==> src/verilog/oad_decoder_regs.vh <==
/*
 * constants for the operand address decoder: field positions, encodings
 * and register codes. assumes nothing; definitions only.
 */
`ifndef OAD_DECODER_REGS_VH
`define OAD_DECODER_REGS_VH

// addressing-form byte fields
`define OAD_FORM_HI 7
`define OAD_FORM_LO 6
`define OAD_SEL_HI 5
`define OAD_SEL_LO 3
`define OAD_LOC_HI 2
`define OAD_LOC_LO 0

// scaled-index byte fields
`define OAD_SCALE_HI 7
`define OAD_SCALE_LO 6
`define OAD_INDEX_HI 5
`define OAD_INDEX_LO 3
`define OAD_BASE_HI 2
`define OAD_BASE_LO 0

// addressing forms
`define OAD_FORM_NODISP 2'h0
`define OAD_FORM_DISP8 2'h1
`define OAD_FORM_DISP32 2'h2
`define OAD_FORM_REG 2'h3

// special locator codes
`define OAD_CODE_SIB 3'h4
`define OAD_CODE_NOIDX 3'h4
`define OAD_CODE_STACK 3'h4
`define OAD_CODE_FRAME 3'h5

// segment selections
`define OAD_SEG_DATA 1'h0
`define OAD_SEG_STACK 1'h1

// displacement kinds
`define OAD_DISP_NONE 2'h0
`define OAD_DISP_SHORT 2'h1
`define OAD_DISP_LONG 2'h2

// condition selectors (upper three bits of the condition field)
`define OAD_CC_OVF 3'h0
`define OAD_CC_BELOW 3'h1
`define OAD_CC_ZERO 3'h2
`define OAD_CC_BEQ 3'h3
`define OAD_CC_SIGN 3'h4
`define OAD_CC_PAR 3'h5
`define OAD_CC_LESS 3'h6
`define OAD_CC_LEQ 3'h7

// flag positions inside the flags input
`define OAD_FLAG_CARRY 0
`define OAD_FLAG_PARITY 1
`define OAD_FLAG_ZERO 2
`define OAD_FLAG_SIGN 3
`define OAD_FLAG_OVF 4

// reset value of the scale output (x1)
`define OAD_RST_SCALE 4'h1

`endif
==> src/verilog/oad_decoder.v <==
/*
 * operand address decoder: decodes the addressing-form byte, the optional
 * scaled-index byte, direction, sign-widen and condition fields, and
 * registers the decoded controls for address generation and execute.
 * assumes the fetch path presents both bytes, the immediate and the flags
 * together with a one-cycle valid strobe, all from the core clock domain.
 */
`timescale 1ns/1ps
`include "oad_decoder_regs.vh"

module oad_decoder (
    // clock and reset
    input wire clk,
    input wire rst,
    // fetch side
    input wire inValid,
    input wire [7:0] formByte,
    input wire [7:0] sibByte,
    input wire addrSize32,
    input wire dataSize32,
    input wire operandSizeBit,
    input wire flowToggleBit,
    input wire immWidenBit,
    input wire imm8Only,
    input wire [31:0] immIn,
    input wire [3:0] condCodeField,
    input wire [4:0] flagsIn,
    // decoded address controls
    output wire outValid,
    output wire use32Table,
    output wire isRegOperand,
    output wire sibUsed,
    output wire baseValid,
    output wire [2:0] baseReg,
    output wire indexValid,
    output wire [2:0] indexReg,
    output wire [3:0] scaleFactor,
    output wire [1:0] dispKind,
    output wire segSel,
    // decoded register operand
    output wire [2:0] rmRegNum,
    output wire rmHighByte,
    output wire [1:0] rmWidth,
    output wire [2:0] otherRegNum,
    output wire otherHighByte,
    output wire rmIsDest,
    // immediate and condition
    output wire [31:0] immOut,
    output wire condTrue
);

    ////////////////////////////////////////////////////////////////////////
    // field split
    wire [1:0] form = formByte[`OAD_FORM_HI:`OAD_FORM_LO];
    wire [2:0] selField = formByte[`OAD_SEL_HI:`OAD_SEL_LO];
    wire [2:0] locator = formByte[`OAD_LOC_HI:`OAD_LOC_LO];
    wire [1:0] scaleCode = sibByte[`OAD_SCALE_HI:`OAD_SCALE_LO];
    wire [2:0] indexCode = sibByte[`OAD_INDEX_HI:`OAD_INDEX_LO];
    wire [2:0] baseCode = sibByte[`OAD_BASE_HI:`OAD_BASE_LO];
    wire [2:0] condSel = condCodeField[3:1];
    wire flipBit = condCodeField[0];
    // flags: carry, parity, zero, sign, overflow
    wire fCarry = flagsIn[`OAD_FLAG_CARRY];
    wire fParity = flagsIn[`OAD_FLAG_PARITY];
    wire fZero = flagsIn[`OAD_FLAG_ZERO];
    wire fSign = flagsIn[`OAD_FLAG_SIGN];
    wire fOvf = flagsIn[`OAD_FLAG_OVF];

    ////////////////////////////////////////////////////////////////////////
    // address decode
    reg sibNext;
    reg baseValidNext;
    reg [2:0] baseNext;
    reg indexValidNext;
    reg [2:0] indexNext;
    reg [3:0] scaleNext;
    reg [1:0] dispNext;
    reg segNext;

    always @* begin
        sibNext = 1'b0;
        baseValidNext = 1'b0;
        baseNext = 3'h0;
        indexValidNext = 1'b0;
        indexNext = 3'h0;
        scaleNext = 4'h1;
        dispNext = `OAD_DISP_NONE;
        segNext = `OAD_SEG_DATA;
        // 16-bit table lies outside this block; only 32-bit is decoded
        if (addrSize32 && form != `OAD_FORM_REG) begin
            case (form)
                `OAD_FORM_DISP8: dispNext = `OAD_DISP_SHORT;
                `OAD_FORM_DISP32: dispNext = `OAD_DISP_LONG;
                default: dispNext = `OAD_DISP_NONE;
            endcase
            if (locator == `OAD_CODE_SIB) begin
                sibNext = 1'b1;
                // index 100 means none; scale then assumed 00
                indexValidNext = (indexCode != `OAD_CODE_NOIDX);
                indexNext = indexCode;
                case (scaleCode)
                    2'h0: scaleNext = 4'h1;
                    2'h1: scaleNext = 4'h2;
                    2'h2: scaleNext = 4'h4;
                    default: scaleNext = 4'h8;
                endcase
                if (baseCode == `OAD_CODE_FRAME &&
                        form == `OAD_FORM_NODISP) begin
                    dispNext = `OAD_DISP_LONG;
                end else begin
                    baseValidNext = 1'b1;
                    baseNext = baseCode;
                    if (baseCode == `OAD_CODE_STACK ||
                            baseCode == `OAD_CODE_FRAME)
                        segNext = `OAD_SEG_STACK;
                end
            end else if (locator == `OAD_CODE_FRAME &&
                    form == `OAD_FORM_NODISP) begin
                dispNext = `OAD_DISP_LONG;
            end else begin
                baseValidNext = 1'b1;
                baseNext = locator;
                if (locator == `OAD_CODE_FRAME)
                    segNext = `OAD_SEG_STACK;
            end
        end
    end

    ////////////////////////////////////////////////////////////////////////
    // register operands: narrow codes 100-111 are second bytes of 0-3
    wire rmIsReg = (form == `OAD_FORM_REG);
    wire rmHighNext = ~operandSizeBit & locator[2];
    wire [2:0] rmNumNext = operandSizeBit ? locator :
        {1'b0, locator[1:0]};
    wire otherHighNext = ~operandSizeBit & selField[2];
    wire [2:0] otherNumNext = operandSizeBit ? selField :
        {1'b0, selField[1:0]};
    // width: 0 byte, 1 word, 2 dword
    wire [1:0] widthNext = !operandSizeBit ? 2'h0 :
        (dataSize32 ? 2'h2 : 2'h1);

    ////////////////////////////////////////////////////////////////////////
    // immediate: widen only an 8-bit immediate into a wider destination
    reg [31:0] immNext;
    always @* begin
        immNext = immIn;
        if (imm8Only && operandSizeBit) begin
            if (immWidenBit)
                immNext = {{24{immIn[7]}}, immIn[7:0]};
            else
                immNext = {24'h000000, immIn[7:0]};
            if (!dataSize32)
                immNext = {16'h0000, immNext[15:0]};
        end
    end

    ////////////////////////////////////////////////////////////////////////
    // condition evaluation
    reg condBase;
    always @* begin
        case (condSel)
            `OAD_CC_OVF: condBase = fOvf;
            `OAD_CC_BELOW: condBase = fCarry;
            `OAD_CC_ZERO: condBase = fZero;
            `OAD_CC_BEQ: condBase = fCarry | fZero;
            `OAD_CC_SIGN: condBase = fSign;
            `OAD_CC_PAR: condBase = fParity;
            `OAD_CC_LESS: condBase = fSign ^ fOvf;
            `OAD_CC_LEQ: condBase = (fSign ^ fOvf) | fZero;
            default: condBase = 1'b0;
        endcase
    end

    ////////////////////////////////////////////////////////////////////////
    // output registers; the ports only mirror them
    reg outValidReg;
    reg use32TableReg;
    reg isRegOperandReg;
    reg sibUsedReg;
    reg baseValidReg;
    reg [2:0] baseRegReg;
    reg indexValidReg;
    reg [2:0] indexRegReg;
    reg [3:0] scaleFactorReg;
    reg [1:0] dispKindReg;
    reg segSelReg;
    reg [2:0] rmRegNumReg;
    reg rmHighByteReg;
    reg [1:0] rmWidthReg;
    reg [2:0] otherRegNumReg;
    reg otherHighByteReg;
    reg rmIsDestReg;
    reg [31:0] immOutReg;
    reg condTrueReg;

    ////////////////////////////////////////////////////////////////////////
    // answer strobe: a pulse exactly one cycle after each taken request
    always @(posedge clk) begin
        if (rst)
            outValidReg <= 1'b0;
        else
            outValidReg <= inValid;
    end

    ////////////////////////////////////////////////////////////////////////
    // address controls: load on a taken request, hold otherwise
    // (execute may read them in any cycle until the next request)
    always @(posedge clk) begin
        if (rst) begin
            use32TableReg <= 1'b0;
            isRegOperandReg <= 1'b0;
            sibUsedReg <= 1'b0;
            baseValidReg <= 1'b0;
            baseRegReg <= 3'h0;
            indexValidReg <= 1'b0;
            indexRegReg <= 3'h0;
            scaleFactorReg <= `OAD_RST_SCALE;
            dispKindReg <= `OAD_DISP_NONE;
            segSelReg <= `OAD_SEG_DATA;
        end else if (inValid) begin
            use32TableReg <= addrSize32;
            isRegOperandReg <= rmIsReg;
            sibUsedReg <= sibNext;
            baseValidReg <= baseValidNext;
            baseRegReg <= baseNext;
            indexValidReg <= indexValidNext;
            indexRegReg <= indexNext;
            scaleFactorReg <= scaleNext;
            dispKindReg <= dispNext;
            segSelReg <= segNext;
        end
    end

    ////////////////////////////////////////////////////////////////////////
    // register operands and direction
    always @(posedge clk) begin
        if (rst) begin
            rmRegNumReg <= 3'h0;
            rmHighByteReg <= 1'b0;
            rmWidthReg <= 2'h0;
            otherRegNumReg <= 3'h0;
            otherHighByteReg <= 1'b0;
            rmIsDestReg <= 1'b0;
        end else if (inValid) begin
            rmRegNumReg <= rmNumNext;
            rmHighByteReg <= rmHighNext;
            rmWidthReg <= widthNext;
            otherRegNumReg <= otherNumNext;
            otherHighByteReg <= otherHighNext;
            rmIsDestReg <= ~flowToggleBit;
        end
    end

    ////////////////////////////////////////////////////////////////////////
    // immediate and condition result; flags are taken with the request,
    // so a later flag change does not alter a decoded condition
    always @(posedge clk) begin
        if (rst) begin
            immOutReg <= 32'h00000000;
            condTrueReg <= 1'b0;
        end else if (inValid) begin
            immOutReg <= immNext;
            condTrueReg <= condBase ^ flipBit;
        end
    end

    ////////////////////////////////////////////////////////////////////////
    // ports mirror the output registers
    assign outValid = outValidReg;
    assign use32Table = use32TableReg;
    assign isRegOperand = isRegOperandReg;
    assign sibUsed = sibUsedReg;
    assign baseValid = baseValidReg;
    assign baseReg = baseRegReg;
    assign indexValid = indexValidReg;
    assign indexReg = indexRegReg;
    assign scaleFactor = scaleFactorReg;
    assign dispKind = dispKindReg;
    assign segSel = segSelReg;
    assign rmRegNum = rmRegNumReg;
    assign rmHighByte = rmHighByteReg;
    assign rmWidth = rmWidthReg;
    assign otherRegNum = otherRegNumReg;
    assign otherHighByte = otherHighByteReg;
    assign rmIsDest = rmIsDestReg;
    assign immOut = immOutReg;
    assign condTrue = condTrueReg;

endmodule

==> config.mk <==
export PLATFORM = sky130hd
export DESIGN_NAME = oad_decoder
export DESIGN_NICKNAME = d
export VERILOG_FILES = /design/src/verilog/oad_decoder.v
export VERILOG_INCLUDE_DIRS = /design/src /design/src/verilog
export SDC_FILE = /design/constraint.sdc
export NUM_CORES = 1
export LEC_CHECK = 0
export BUFFER_PORTS_ARGS = -buffer_cell sky130_fd_sc_hd__buf_2
export CORE_UTILIZATION = 48
export CTS_CLUSTER_SIZE = 24
export DETAILED_ROUTE_END_ITERATION = 8
export PLACE_DENSITY = 0.84
export SLEW_MARGIN = 15
export SYNTH_ARGS = -nofsm -noshare
export SYNTH_HDL_FRONTEND = slang
export SYNTH_SLANG_ARGS = --single-unit
==> constraint.sdc <==
create_clock -name clk -period 4.2 [get_ports clk]
set_clock_uncertainty 0.15 [all_clocks]
set_input_delay 0.42 -clock clk [delete_from_list [all_inputs] [get_ports clk]]
set_output_delay 0.42 -clock clk [all_outputs]
set_load 0.05 [all_outputs]
# ---- Word-level counts from Yosys, hierarchy flattened
# Cells that the tools add are included.
dict set report classes {
  n_eq_ne 18
  muxes 36
  bitwise 8
  n_reduce_logical 8
}
# cell count
set op_table {}
lappend op_table {{2-to-1 mux 32 bit} 3}
lappend op_table {{equality test 3 bit (second input constant)} 8}
lappend op_table {{2-to-1 mux 3 bit} 8}
lappend op_table {{2-to-1 mux 1 bit} 14}
lappend op_table {{2-to-1 mux 2 bit} 6}
lappend op_table {{one-hot mux 4 bit (3 select lines)} 1}
lappend op_table {{2-to-1 mux 4 bit} 2}
lappend op_table {{one-hot mux 1 bit (8 select lines)} 1}
lappend op_table {{equality test 2 bit (second input constant)} 3}
lappend op_table {{equality test 3 x 2 -> 1 bit (second input constant)} 2}
lappend op_table {{equality test 2 x 1 -> 1 bit (second input constant)} 2}
lappend op_table {{logical AND 1 bit} 4}
lappend op_table {{zero test 2 bit} 2}
lappend op_table {{one-hot mux 2 bit (2 select lines)} 1}
lappend op_table {{equality test 3 x 1 -> 1 bit (second input constant)} 1}
lappend op_table {{zero test 3 bit} 1}
lappend op_table {{!= test 3 bit (second input constant)} 1}
lappend op_table {{bitwise AND 1 bit} 2}
lappend op_table {{!= test 2 bit (second input constant)} 1}
lappend op_table {{NOT 1 bit} 2}
lappend op_table {{bitwise OR 1 bit} 2}
lappend op_table {{bitwise XOR 1 bit} 2}
lappend op_table {{logical OR 1 bit} 1}
dict set report totals {
  regBits 63
  input_bits 66
  out_inout_bits 63
  wordCells 89
}

# ---- Logic depth before layout (Yosys ltp)
dict set report logic_depth {
  word_depth 6
  depth_mapped 5
  ltp_nobuf 4
}

# ---- Worst setup path before layout
# OpenSTA, ideal clock, no wires.
dict set report synth_path {
  path_type {input-to-reg}
  start {input condCodeField[1]}
  end {register condTrueReg (netlist: condTrue)}
  setup_ps 127
  arrival_ps 1379
  required_ps 3923
  path_slack_ps 2544
  path_stages 4
  n_path_buf 0
  path_cell_list {mux2_4 a221oi_2 nor3_1 or3b_1}
}
dict set report synth_between {
  elab_chain_cells 3
  elab_cells_between_ends 10
  cone_classes {eq/ne (7); mux (1); bitwise (1); reduce/logical (1)}
}
# item line_no
set synth_lines {}
lappend synth_lines {{start, declared} oad_decoder.v:26} ;# input wire [3:0] condCodeField,
lappend synth_lines {{equality test 3 bit (tied with other cells)} oad_decoder.v:161} ;# case (condSel)
lappend synth_lines {{one-hot mux 1 bit (8 select lines) *} oad_decoder.v:161}
lappend synth_lines {{bitwise XOR 1 bit *} oad_decoder.v:263} ;# condTrueReg <= condBase ^ flipBit;
lappend synth_lines {{end signal, assigned} oad_decoder.v:263}
lappend synth_lines {{end, declared} oad_decoder.v:194} ;# reg condTrueReg;
# Mark *: on every way between the ends. The rest lies on a longest branch, timed or not.
# A chain may end at the register's enable or synchronous reset.

# ---- Worst setup path in the final report
dict set report layout_path {
  start {input operandSizeBit}
  end {register immOutReg[9] (netlist: immOut[9])}
}
dict set report layout_between {
  elab_chain_cells 2
}
# item line_no
set layout_lines {}
lappend layout_lines {{start, declared} oad_decoder.v:21} ;# input wire operandSizeBit,
lappend layout_lines {{logical AND 1 bit} oad_decoder.v:147} ;# if (imm8Only && operandSizeBit) begin
lappend layout_lines {{2-to-1 mux 32 bit} oad_decoder.v:147}
lappend layout_lines {{end signal, assigned} oad_decoder.v:262} ;# immOutReg <= immNext;
lappend layout_lines {{end, declared} oad_decoder.v:193} ;# reg [31:0] immOutReg;
# No other way between the ends.

==> metrics.txt <==
TNS Setup 0 ns; worst reg2reg setup slack between 3 and 4 ns; largest net degree at the start of global routing 64; grt ovf 0; Critical Path Slowest Stage Cell nand2_1; vias between 2000 and 2500; DR DRC count 0; max-cap viol count 0; crit path DAT roughly 1.9 ns; EDFF count, synth 0; Die H 73.48 um; cts bufs inserted 9; Comb power frac between 10% and 20%; Post-Place Setup Slack about 2 ns; Placer Congestion roughly 0.92; Worst Hold End rmIsDest$_SDFFE_PP0P_; Clock transition at path regs roughly 0.060 ns; post-DR vias/cell approximately 5; post-synthesis sequential area ratio 51.43%; most frequent cell after synthesis dfxtp_1; most used cell, CP nor2_1; Worst Setup End Kind flip-flop; Power Density about 420 mW/mm^2; # hold bufs at CTS 0; clk root buf clkbuf_8; Synth Register Bits 63; port bufs ~130; fillers about 430; Synth area leaders dfxtp_1 51%, nor2_1 9.0%, a211oi_1 7.7%; clk sink count 63; final hold vios 0; final wirelength between 6000 and 7000 um; DRT iter0 DRCs 131; Switching Power ~0.4 mW; Layout Cells excl Fill ~480; Routed Antenna Nets 0; Worst-Skew Late Latency between 0.3 and 0.4 ns; Critical Path Start Type input port; post-synthesis cell type count 32; r2r endpoint condTrue$_SDFFE_PP0P_; CP max stage delay about 0.60 ns; crit path cell chain buf_2 > nand2_1 > nor2_1 > nor2_1 > a211oi_1; critical path class in2reg; DRT Pass-1 Iters 4; Async SR Flop Fraction 0%; Int Pwr ~0.97 mW; HP Class in2reg; sequential share of power between 40% and 50%; placed insts 461; all-layer global routing usage a little under a quarter; Nets between 400 and 500; fin crit share 45.15%; CTS tree done; share of cells above drive strength 1 36.19%; total power draw about 1.4 mW; unrepaired setup endpoints after global routing no; first-pass GRT wire length between 9000 and 10000 um; Slew Limit Headroom a little under half; HP Start flowToggleBit; Lkg Pwr 1.631 nW; most frequent cells after synthesis 63 x dfxtp_1, 59 x nor2_1, 41 x nand2_1; H-tree levels 3; Critical Path RT about 4.2 ns; Syn Area/Cell just under 9 sq um; DP Wirelength between 4000 and 5000 um; synthesis warning total 0; Synth area leader dfxtp_1; outcome finished, final reports clean; Reg2Reg Launch Point condTrue$_SDFFE_PP0P_; Yosys top cell area share 51.43%; CP max FO 25; # setup viols final 0; vias in the first global route 2174; Area Overhead vs Synth 34.69%; Final WS setup between 2 and 2.5 ns; Initial Util slightly above 50%; Post-CTS Setup Bufs 0; Final Critical Period between 1.5 and 2 ns; initial antenna violation count 0; Slew @ Worst Pin a little over 0.8 ns; io pins roughly 130; ANT cells 0; clock power share between 30 and 40%; Core ar. just under 0.005 sq mm; site row count 25; Max clock buf depth 2; Post-Synthesis Cells roughly 280; Max Transition Viols Final 0; die width approximately 73 um; Hold Path Depth 2; switching share of total power roughly 30%; WL/cell between 10 and 15 um; syn_nets 347; Peak VDD IR approximately 210 uV; Fmax roughly 530 MHz; PostCTS Resize Cnt 0; die area around 0.0054 sq mm; worst r2r path cells 3; multi-input logic area roughly 0.0011 sq mm; ys flop type dfxtp_1; Storage cell area about 0.0013 sq mm; synthesized area 0.002452 sq mm; hold slack roughly 0.14 ns
-- routing by layer --
layer,global-route usage [%],part of all wire (%),up-vias
li1,-,-,1217
met1,28.03,43,1120
met2,38.02,50,87
met3,4.115,5.1,14
met4,11.11,2.3,0
met5,0,0,-
-- state kept, by name, summed over array words and instances (netlist names) --
| signal | count |
|---|---|
| condTrue | 1 |
| outValid | 1 |
| use32Table | 1 |
| rmHighByte | 1 |
| immOut | 32 |
| otherRegNum | 3 |
| scaleFactor | 4 |
| baseValid | 1 |
| sibUsed | 1 |
| rmWidth | 2 |
| rmIsDest | 1 |
| indexReg | 3 |
| rmRegNum | 3 |
| indexValid | 1 |
| isRegOperand | 1 |
| segSel | 1 |
| baseReg | 3 |
| otherHighByte | 1 |
| dispKind | 2 |
-- critical path: cells and delay by family --
family | cells | cell delay (ns)
compound gates | 1 | 0.15
simple gates | 3 | 1.21
buf+inv | 1 | 0.13
-- power groups by stage --
stage | clock network [mW] | registers [mW] | logic, mW
2_1_floorplan | 0 | 0.765 | 0.0801
3_3_place_gp | 0 | 0.656 | 0.267
3_5_place_dp | 0 | 0.657 | 0.271
4_1_cts | 0.472 | 0.644 | 0.271
5_1_grt | 0.496 | 0.647 | 0.289
6_report | 0.463 | 0.644 | 0.270
-- per-stage QoR --
step / cell area [sq um] / utilization [%]
after floorplan: 2452 / -
after global placement: 3127 / 64.91
after detailed placement: 3127 / 64.91
after CTS: 3303 / 68.57
after global routing: 3303 / 68.57
final: 3303 / 68.57
-- cell usage in the layout, fill, tap and decap left out, drive strengths merged --
cell type  instances
mux2i             13
xor2               1
a211oi            25
nand3              3
or3b               1
buf              131
nor2              59
or2                1
o31ai              3
a32oi              3
inv                5
a211o              1
a221oi             2
nor3               1
nand2             41
and3               1
a22oi              6
nor2b              3
o2111ai            2
clkbuf            15
nor4               1
a21o               1
nand2b             3
a21oi             14
dfxtp             63
and2               1
o21ai              5
mux2               1
nand4b             1
nand3b             2
-- area by class of cell --
cell class                 count  area share (%)
multi-input combinational    195           33.30
sequential                    63           38.18
tap                           67           2.538
inverter                       5          0.5682
clock buffer                  15           5.341
timing repair buffer         131           20.08
-- kinds of logic (layout without fill, tap and decap cells) --
logic type,after synthesis,after routing,share of synthesized area (%)
xor+xnor,1,1,0.3572
mux,14,14,5.918
flops,63,63,51.43
simple gates,118,118,20.61
compound gates,62,62,17.96
buf+inv,23,151,3.725
-- worst max-delay path by stage --
| stage | start | end | slack (ns) | depth (start not counted) |
|---|---|---|---|---|
| after floorplan | condCodeField[1] | condTrue$_SDFFE_PP0P_ | 2.54 | 4 |
| after global placement | inValid | immOut[10]$_SDFFE_PP0P_ | 2.07 | 4 |
| after detailed placement | inValid | immOut[9]$_SDFFE_PP0P_ | 2.00 | 4 |
| after CTS | operandSizeBit | immOut[9]$_SDFFE_PP0P_ | 2.35 | 5 |
| after global routing | operandSizeBit | immOut[15]$_SDFFE_PP0P_ | 2.13 | 5 |
| final | operandSizeBit | immOut[9]$_SDFFE_PP0P_ | 2.30 | 5 |
Power figures use the tool's default switching activity.
